--- src/rtl/repeater_cfg_pkg.sv ---
// Constants shared by the repeater configuration device and its controller
// What this block does
// - Image header: flags plus four-bit highest device index
// - One pointer byte per device, sharing allowed
// - Block holds map offsets 3..39, 37 bytes
// - Register 0x00 bits 6:3 show straps
// - Register 0x00 bit 2 flags load done
// - Register 0x01 powers channels down individually
// - Register power-down beats presence pin
// - 0x02 bit 7 lets bit 6 drive detect reset
// - 0x02 bit 0 makes presence pin ignored
// - 0x06 bit 3 enables register control
// - 0x07 bit 6 restores defaults, self-clears
package repeater_cfg_pkg;

    // ----------------------------------------
    // Device register map
    // ----------------------------------------
    localparam logic [7:0] REG_STRAP     = 8'h00;
    localparam logic [7:0] REG_PWDN      = 8'h01;
    localparam logic [7:0] REG_PRESENCE  = 8'h02;
    localparam logic [7:0] REG_SLAVE     = 8'h06;
    localparam logic [7:0] REG_DRESET    = 8'h07;
    localparam logic [7:0] REG_LAST      = 8'h07;
    localparam int         NUM_REGS      = 8;

    localparam logic [7:0] RST_STRAP     = 8'h00;
    localparam logic [7:0] RST_PWDN      = 8'h00;
    localparam logic [7:0] RST_PRESENCE  = 8'h00;
    localparam logic [7:0] RST_RSVD      = 8'h00;
    localparam logic [7:0] RST_SLAVE     = 8'h10;
    localparam logic [7:0] RST_DRESET    = 8'h01;
    localparam logic [NUM_REGS-1:0][7:0] REG_DEFAULTS = {RST_DRESET, RST_SLAVE, RST_RSVD,
        RST_RSVD, RST_RSVD, RST_PRESENCE, RST_PWDN, RST_STRAP};

    localparam logic [7:0] STRAP_RW_MASK = 8'h83;
    localparam int         STRAP_LSB     = 3;
    localparam int         STRAP_MSB     = 6;
    localparam int         LOAD_DONE_BIT = 2;
    localparam int         OVR_RECEIVER_DETECT_BIT = 7;
    localparam int         RECEIVER_DETECT_VAL_BIT = 6;
    localparam int         OVR_PRES_BIT  = 0;
    localparam int         REG_EN_BIT    = 3;
    localparam int         REG_RESET_BIT = 6;

    // ----------------------------------------
    // Configuration image layout
    // ----------------------------------------
    localparam logic [7:0] EE_HDR_ADDR   = 8'h00;
    localparam logic [7:0] EE_PTR_BASE   = 8'h04;
    localparam int         HDR_CRC_BIT   = 7;
    localparam int         HDR_MAP_BIT   = 6;
    localparam int         HDR_BIG_BIT   = 5;
    localparam int         HDR_CNT_MSB   = 3;
    localparam logic [5:0] BLOCK_FIRST   = 6'd3;
    localparam logic [5:0] BLOCK_LAST    = 6'd39;
    localparam logic [5:0] BLOCK_LEN     = BLOCK_LAST - BLOCK_FIRST + 6'd1;

    // ----------------------------------------
    // Controller registers (Avalon byte addresses)
    // ----------------------------------------
    localparam logic [4:0] AV_CMD        = 5'h00;
    localparam logic [4:0] AV_STATUS     = 5'h04;
    localparam logic [4:0] AV_IRQ        = 5'h08;
    localparam logic [4:0] AV_MASK       = 5'h0C;
    localparam logic [4:0] AV_IMAGE      = 5'h10;
    localparam int         CMD_GO_BIT    = 0;
    localparam int         CMD_WE_BIT    = 1;
    localparam int         CMD_ADDR_LSB  = 8;
    localparam int         CMD_DATA_LSB  = 16;
    localparam int         IMG_ADDR_LSB  = 8;
    localparam int         STAT_BUSY_BIT = 0;
    localparam int         STAT_DATA_LSB = 8;
    localparam int         NUM_EVENTS    = 2;
    localparam int         EV_DONE       = 0;
    localparam int         EV_FETCH      = 1;

endpackage

--- src/rtl/repeater_link_if.sv ---
// Link between the repeater configuration device and its controller
`timescale 1ns/1ps
`default_nettype none
interface repeater_link_if (
    input wire logic clk_i,
    input wire logic resetn_i
);
    // Register access, request held until ack pulse
    logic       reg_req;
    logic       reg_we;
    logic [7:0] reg_addr;
    logic [7:0] reg_wdata;
    logic [7:0] reg_rdata;
    logic       reg_ack;
    // Image fetch, request held until ack pulse
    logic       ee_req;
    logic [7:0] ee_addr;
    logic [7:0] ee_data;
    logic       ee_ack;

    modport device (
        input  clk_i, resetn_i, reg_req, reg_we, reg_addr, reg_wdata, ee_data, ee_ack,
        output reg_rdata, reg_ack, ee_req, ee_addr
    );
    modport controller (
        input  clk_i, resetn_i, reg_rdata, reg_ack, ee_req, ee_addr,
        output reg_req, reg_we, reg_addr, reg_wdata, ee_data, ee_ack
    );
endinterface
`default_nettype wire

--- src/rtl/repeater_cfg_device.sv ---
// Configuration register bank and image loader of the repeater
//
// Decided for this implementation: the Avalon-MM interface to the registers.
`timescale 1ns/1ps
`default_nettype none
module repeater_cfg_device
    import repeater_cfg_pkg::*;
(
    // Link to the controller
    repeater_link_if.device link,

    // Clock and reset
    input  wire logic       clk_i,
    input  wire logic       resetn_i,

    // Pins
    input  wire logic [3:0] strap_i,
    input  wire logic       presence_detect_pin_i,
    input  wire logic       receiver_detect_auto_reset_i,

    // Channel control
    output logic      [7:0] channel_off_o,
    output logic            receiver_detect_reset_o,
    output logic            register_control_o,
    output logic            load_done_o,

    // Loaded configuration bytes
    output logic            cfg_valid_o,
    output logic      [5:0] cfg_offset_o,
    output logic      [7:0] cfg_byte_o
);

    // ----------------------------------------
    // State
    // ----------------------------------------
    typedef enum logic [1:0] {
        LD_HEADER,
        LD_POINTER,
        LD_BLOCK,
        LD_DONE
    } load_e;

    typedef struct packed {
        logic [NUM_REGS-1:0][7:0] regs;
        logic [3:0]               strap;
        logic                     strap_taken;
        logic                     load_done;
        load_e                    ld;
        logic [7:0]               block_ptr;
        logic [5:0]               ld_cnt;
        logic                     ee_req;
        logic [7:0]               ee_addr;
        logic                     reg_ack;
        logic [7:0]               reg_rdata;
        logic [7:0]               chan_off;
        logic                     receiver_detect_reset;
        logic                     reg_ctrl;
        logic                     cfg_valid;
        logic [5:0]               cfg_offset;
        logic [7:0]               cfg_byte;
    } dev_s;

    localparam dev_s DEV_RESET = '{regs: REG_DEFAULTS, ld: LD_HEADER, default: '0};

    dev_s s_q;
    dev_s s_d;

    // ----------------------------------------
    // Read view of one register
    // ----------------------------------------
    function automatic logic [7:0] read_view(input dev_s s, input logic [2:0] idx);
        logic [7:0] v;
        v = s.regs[idx];
        if (idx == REG_STRAP[2:0]) begin
            v = s.regs[idx] & STRAP_RW_MASK;
            v[STRAP_MSB:STRAP_LSB] = s.strap;
            v[LOAD_DONE_BIT] = s.load_done;
        end
        return v;
    endfunction

    // ----------------------------------------
    // Next state
    // ----------------------------------------
    always_comb begin
        logic [2:0] idx;
        logic       hit;
        logic [7:0] ptr_addr;
        idx      = link.reg_addr[2:0];
        hit      = (link.reg_addr <= REG_LAST);
        ptr_addr = EE_PTR_BASE + {3'b000, s_q.strap, 1'b0};
        s_d = s_q;
        s_d.reg_ack   = 1'b0;
        s_d.cfg_valid = 1'b0;

        // Straps caught once, after reset release
        if (!s_q.strap_taken) begin
            s_d.strap       = strap_i;
            s_d.strap_taken = 1'b1;
        end

        // Self-clearing register reset
        if (s_q.regs[REG_DRESET[2:0]][REG_RESET_BIT]) begin
            s_d.regs = REG_DEFAULTS;
        end

        // Register access from the link
        if (link.reg_req && !s_q.reg_ack) begin
            s_d.reg_ack   = 1'b1;
            s_d.reg_rdata = hit ? read_view(s_q, idx) : 8'h00;
            if (link.reg_we && hit) begin
                if (idx == REG_STRAP[2:0]) begin
                    s_d.regs[idx] = link.reg_wdata & STRAP_RW_MASK;
                end else begin
                    s_d.regs[idx] = link.reg_wdata;
                end
            end
        end

        // Image loader
        if (s_q.ee_req) begin
            if (link.ee_ack) begin
                s_d.ee_req = 1'b0;
                unique case (s_q.ld)
                    LD_HEADER: begin
                        // Count field is the highest device index
                        if (s_q.strap > link.ee_data[HDR_CNT_MSB:0]) begin
                            s_d.ld        = LD_DONE;
                            s_d.load_done = 1'b1;
                        end else begin
                            s_d.ld = LD_POINTER;
                        end
                    end
                    LD_POINTER: begin
                        s_d.block_ptr = link.ee_data;
                        s_d.ld_cnt    = 6'h00;
                        s_d.ld        = LD_BLOCK;
                    end
                    LD_BLOCK: begin
                        s_d.cfg_valid  = 1'b1;
                        s_d.cfg_offset = BLOCK_FIRST + s_q.ld_cnt;
                        s_d.cfg_byte   = link.ee_data;
                        s_d.ld_cnt     = s_q.ld_cnt + 6'd1;
                        if (s_q.ld_cnt == BLOCK_LEN - 6'd1) begin
                            s_d.ld        = LD_DONE;
                            s_d.load_done = 1'b1;
                        end
                    end
                    LD_DONE: begin
                    end
                endcase
            end
        end else begin
            unique case (s_q.ld)
                LD_HEADER: begin
                    if (s_q.strap_taken) begin
                        s_d.ee_req  = 1'b1;
                        s_d.ee_addr = EE_HDR_ADDR;
                    end
                end
                LD_POINTER: begin
                    s_d.ee_req  = 1'b1;
                    s_d.ee_addr = ptr_addr;
                end
                LD_BLOCK: begin
                    s_d.ee_req  = 1'b1;
                    s_d.ee_addr = s_q.block_ptr + {2'b00, s_q.ld_cnt};
                end
                LD_DONE: begin
                end
            endcase
        end

        // Channel control from the registers
        s_d.chan_off = s_q.regs[REG_PWDN[2:0]];
        if (!s_q.regs[REG_PRESENCE[2:0]][OVR_PRES_BIT]) begin
            s_d.chan_off = s_d.chan_off | {8{!presence_detect_pin_i}};
        end
        if (s_q.regs[REG_PRESENCE[2:0]][OVR_RECEIVER_DETECT_BIT]) begin
            s_d.receiver_detect_reset = s_q.regs[REG_PRESENCE[2:0]][RECEIVER_DETECT_VAL_BIT];
        end else begin
            s_d.receiver_detect_reset = receiver_detect_auto_reset_i;
        end
        s_d.reg_ctrl = s_q.regs[REG_SLAVE[2:0]][REG_EN_BIT];
    end

    // ----------------------------------------
    // Registers
    // ----------------------------------------
    always_ff @(posedge clk_i or negedge resetn_i) begin
        if (!resetn_i) begin
            s_q <= DEV_RESET;
        end else begin
            s_q <= s_d;
        end
    end

    // ----------------------------------------
    // Outputs
    // ----------------------------------------
    assign link.reg_rdata          = s_q.reg_rdata;
    assign link.reg_ack            = s_q.reg_ack;
    assign link.ee_req             = s_q.ee_req;
    assign link.ee_addr            = s_q.ee_addr;
    assign channel_off_o           = s_q.chan_off;
    assign receiver_detect_reset_o = s_q.receiver_detect_reset;
    assign register_control_o      = s_q.reg_ctrl;
    assign load_done_o             = s_q.load_done;
    assign cfg_valid_o             = s_q.cfg_valid;
    assign cfg_offset_o            = s_q.cfg_offset;
    assign cfg_byte_o              = s_q.cfg_byte;

endmodule // repeater_cfg_device
`default_nettype wire

--- src/flat_wrapper.sv ---
// flat-port wrapper written by rule: the top's interface ports become plain ports
module repeater_cfg_device_flat import repeater_cfg_pkg::*;
  (clk_i, resetn_i, strap_i, presence_detect_pin_i, receiver_detect_auto_reset_i, channel_off_o, receiver_detect_reset_o, register_control_o, load_done_o, cfg_valid_o, cfg_offset_o, cfg_byte_o, link_reg_req, link_reg_we, link_reg_addr, link_reg_wdata, link_ee_data, link_ee_ack, link_reg_rdata, link_reg_ack, link_ee_req, link_ee_addr);
  repeater_link_if link_i (.clk_i(clk_i), .resetn_i(resetn_i));
  input  wire logic clk_i;
  input  wire logic resetn_i;
  input  wire logic [3:0] strap_i;
  input  wire logic presence_detect_pin_i;
  input  wire logic receiver_detect_auto_reset_i;
  output logic      [7:0] channel_off_o;
  output logic receiver_detect_reset_o;
  output logic register_control_o;
  output logic load_done_o;
  output logic cfg_valid_o;
  output logic      [5:0] cfg_offset_o;
  output logic      [7:0] cfg_byte_o;
  input wire logic [$bits(link_i.reg_req)-1:0] link_reg_req;
  input wire logic [$bits(link_i.reg_we)-1:0] link_reg_we;
  input wire logic [$bits(link_i.reg_addr)-1:0] link_reg_addr;
  input wire logic [$bits(link_i.reg_wdata)-1:0] link_reg_wdata;
  input wire logic [$bits(link_i.ee_data)-1:0] link_ee_data;
  input wire logic [$bits(link_i.ee_ack)-1:0] link_ee_ack;
  output wire logic [$bits(link_i.reg_rdata)-1:0] link_reg_rdata;
  output wire logic [$bits(link_i.reg_ack)-1:0] link_reg_ack;
  output wire logic [$bits(link_i.ee_req)-1:0] link_ee_req;
  output wire logic [$bits(link_i.ee_addr)-1:0] link_ee_addr;
  assign link_i.reg_req = link_reg_req;
  assign link_i.reg_we = link_reg_we;
  assign link_i.reg_addr = link_reg_addr;
  assign link_i.reg_wdata = link_reg_wdata;
  assign link_i.ee_data = link_ee_data;
  assign link_i.ee_ack = link_ee_ack;
  assign link_reg_rdata = link_i.reg_rdata;
  assign link_reg_ack = link_i.reg_ack;
  assign link_ee_req = link_i.ee_req;
  assign link_ee_addr = link_i.ee_addr;
  repeater_cfg_device u_core (.link(link_i), .clk_i(clk_i), .resetn_i(resetn_i), .strap_i(strap_i), .presence_detect_pin_i(presence_detect_pin_i), .receiver_detect_auto_reset_i(receiver_detect_auto_reset_i), .channel_off_o(channel_off_o), .receiver_detect_reset_o(receiver_detect_reset_o), .register_control_o(register_control_o), .load_done_o(load_done_o), .cfg_valid_o(cfg_valid_o), .cfg_offset_o(cfg_offset_o), .cfg_byte_o(cfg_byte_o));
endmodule
--- config.mk ---
export PLATFORM = sky130hd
export DESIGN_NAME = repeater_cfg_device_flat
export DESIGN_NICKNAME = d
export VERILOG_FILES = /design/src/rtl/repeater_cfg_pkg.sv /design/src/rtl/repeater_link_if.sv /design/src/rtl/repeater_cfg_device.sv /design/src/flat_wrapper.sv
export SDC_FILE = /design/constraint.sdc
export NUM_CORES = 1
export LEC_CHECK = 0
export ABC_AREA = 1
export ABC_CLOCK_PERIOD_IN_PS = 1700
export BUFFER_PORTS_ARGS = -buffer_cell sky130_fd_sc_hd__buf_4
export CAP_MARGIN = 20
export CORE_ASPECT_RATIO = 0.5
export CORE_UTILIZATION = 45
export CTS_CLUSTER_DIAMETER = 40
export DETAILED_ROUTE_END_ITERATION = 10
export GPL_TIMING_DRIVEN = 0
export PLACE_DENSITY = 0.69
export SLEW_MARGIN = 20
export SYNTH_ARGS = -nofsm -noshare
export SYNTH_HDL_FRONTEND = slang
export SYNTH_SLANG_ARGS = --single-unit
--- constraint.sdc ---
create_clock -name clk_i -period 1.7 [get_ports clk_i]
set_input_delay 0 -clock clk_i [delete_from_list [all_inputs] [get_ports clk_i]]
set_output_delay 0 -clock clk_i [all_outputs]
set_load 0.01 [all_outputs]
==> summary.md <==
| Metric | Value |
|---|---|
| Worst setup EP type | `flip-flop` |
| Drt pass-1 iters | `5` |
| Initial antenna violation count | `0` |
| Synth Area in Compound Gates | `10.2%` |
| # fillers | `1267` |
| Xor/xnor cell area share of the yosys netlist | `0.537%` |
| Mean Syn Cell Area | `7.83 um2` |
| Worst hold path type | `primary input to flip-flop` |
| Top-area cell type share of the netlist area | `a little under half` |
| Top-count cell post-synth | `nand2_1` |
| WL final | `17000 um` |
| CTS tree | `built` |
| Worst vdd ir | `approximately 0.79 mV` |
| Post-synth ARST share | `100%` |
| Core Area | `13900 um2` |
| CP Launch Type | `flip-flop` |
| Final period util | `95.6%` |
| Crit-path max FO | `8` |
| Total number of vias | `5844` |
| Final HPWL DP | `11700 um` |
| Post-synthesis adder-cell area fraction | `between 3 and 4%` |
| Cell row count | `30` |
| CTS H-tree depth | `4` |
| Clock Skews | `0.0127 ns` |
| Final setup fails | `0` |
| Outcome | `finished clean` |
| First-pass GRT wire length | `27500 um` |
| Clk sinks | `124` |
| Initial core utilization | `47.1%` |
| DRC viols | `0` |
| Mux share of post-synthesis cell area | `0%` |
| Num ports | `79` |
| Drt via density | `4.99` |
| ANT nets after route | `0` |
| Post-Place Cell Area | `about 7400 um2` |
| Max transition margin | `approximately 60%` |
| Final nets | `1021` |
| Post-route setup TNS | `0 ns` |
| WL per Instance | `14.5 um` |
| Grt ovf | `0` |
| Reg2reg setup slack | `0.07 ns` |
| GRT Resource Usage Total | `24.1%` |
| Cell Area, Synth | `~6500 um2` |
| Syn nets | `between 800 and 900` |
| Share of cells above drive strength 1 | `20.2%` |
| Largest family of logic cells by synthesized area | `simple AND/OR/NAND/NOR gates` |
| Crit Path Category | `flip-flop to flip-flop` |
| Area delta synth->final | `28.3%` |
| DRT iter0 DRCs | `a little under 400` |
| Area leader, netlist | `dfrtp_1` |
| Pin count of the biggest net entering global routing | `64` |
| Number of global-route vias before repair | `between 5000 and 6000` |
| Clock transition at path regs | `0.06 ns` |
| Sequential area share after synthesis | `between 40% and 50%` |
| Final WS setup | `roughly 0.074 ns` |
| Clk buf depth | `2` |
| Pwr dens | `1290 nW/um2` |
| Final Power | `10.8 mW` |
| Final Hold Violating Endpoints | `0` |
| Worst-skew pair later-pin latency | `0.42 ns` |
| P_leak | `4.38 nW` |
| Syn. warnings | `0` |
| Max_cap viols | `0` |
| Non-Filler Instances | `1171` |
| Top post-synthesis cells by area | `dfrtp_1, nand2_1, o21ai_0` |
| GPL Wtd Cong | `0.913` |
| Die Span X | `between 150 and 200 um` |
| Die ar. | `15000 um2` |
| Max Slew Vio Count | `0` |
| Synthesized instance count | `834` |
| Number of flops mapped to enable cells by yosys | `0` |
| Worst EP arrival | `1.92 ns` |
| Final instance area | `8370 um2` |
| ANT cells | `0` |
| Synth cell types | `35` |
| CTS Buf Count | `17` |
| IO buf count | `77` |
| Min cycle time layout | `1.63 ns` |
| Root Buffer | `clkbuf_16` |
| Worst-margin pin slew | `0.595 ns` |
| CP Data Required Time | `1.99 ns` |
| Synthesized flop and latch total | `between 100 and 150` |
| Dpl ws | `-0.249 ns` |
| Fmax | `~600 MHz` |
| Placed Cells | `1104` |
| Commonest cells in the netlist | `nand2_1, dfrtp_1, o21ai_0` |
| Ys flop type | `dfrtp_1` |
| Chip height | `87.2 um` |
| Synth Area in Simple Gates | `26.0%` |
==> final cells by class <==
cell class,instances,area [um2],share of cell area [%]
buffer,59,422,5.04
sequential,124,3110,37.1
clock inverter,7,113,1.34
tap,192,240,2.87
timing repair buffer,114,947,11.3
multi-input combinational,554,2700,32.2
clock buffer,24,482,5.75
inverter,97,364,4.35
==> what timing repair did <==
action / CTS / global route
setup buffers: 0 / 8
setup endpoints to repair: 20 / 81
hold endpoints to repair: 144 / 0
resized for setup: 8 / 19
hold buffers: 27 / 0
gates cloned: 0 / 1
pin swaps: 0 / 7
==> state kept, by name, summed over array words and instances, names as in the netlist <==
name	flops
u_core.cfg_byte_o	8
u_core.cfg_offset_o	6
u_core.cfg_valid_o	1
u_core.channel_off_o	8
u_core.link.ee_addr	8
u_core.link.ee_req	1
u_core.link.reg_ack	1
u_core.link.reg_rdata	8
u_core.load_done_o	1
u_core.receiver_detect_reset_o	1
u_core.register_control_o	1
u_core.s_d	1
u_core.s_q	79
==> stage by stage <==
step,utilization [%],hold slack (ns)
after floorplan,-,-0.296
final,60.5,0.0108
after global placement,53.0,0.198
after CTS,59.6,0.00142
after detailed placement,53.3,0.0322
after global routing,60.5,0.0709
==> worst paths after layout <==
path / from / endpoint / depth (start not counted)
min in group asynchronous: resetn_i / u_core.cfg_valid_o / 2
worst min register to register: u_core.s_d[15] / u_core.register_control_o / 0
worst min-delay path: link_reg_addr[6] / u_core.s_q[117] / 6
worst max register to register: u_core.link.reg_ack / u_core.s_q[94] / 7
max in group asynchronous: resetn_i / u_core.s_q[117] / 3
worst max-delay path: u_core.link.reg_ack / u_core.s_q[94] / 7
==> worst max-delay path, stage by stage, from the launching register on <==
cell and delay (ns):
dfrtp_1 0.40, nor2_4 0.13, nand2_2 0.07, nor2_4 0.23
nand2_8 0.15, nor2_4 0.24, buf_4 0.18, o21ai_0 0.09
==> power breakdown <==
group / leakage (nW) / internal, mW / total (mW) / switching, mW
logic: 2.71 / 1.52 / 3.20 / 1.68
clock network: 0.290 / 2.41 / 3.71 / 1.30
registers: 1.38 / 3.48 / 3.88 / 0.406
==> cell families after synthesis <==
| logic type | after synthesis |
|---|---|
| compound gates | 128 |
| xor+xnor | 4 |
| fa+ha+maj | 19 |
| buf+inv | 156 |
| flops | 124 |
| other cells | 1 |
| simple gates | 402 |
==> metal layers <==
| layer | part of all wire [%] | global-route usage [%] | vias to the layer above |
|---|---|---|---|
| met1 | 45 | 30.6 | 2762 |
| met2 | 47 | 40.7 | 192 |
| met4 | 1.9 | 7.96 | 0 |
| met3 | 6.2 | 5.82 | 35 |
| li1 | - | - | 2855 |
| met5 | 0 | 0 | - |
==> layout by cell type (no fill, tap or decap), types with 12 or more instances in the layout <==
cell type	n
nor2_1	71
dlygate4sd3_1	27
o21ai_0	91
nand2_1	256
inv_1	89
nand3_1	46
clkbuf_1	12
clkbuf_16	17
dfrtp_1	122
buf_4	127
a21oi_1	19
Note: power is estimated with default switching activity, not from simulation.
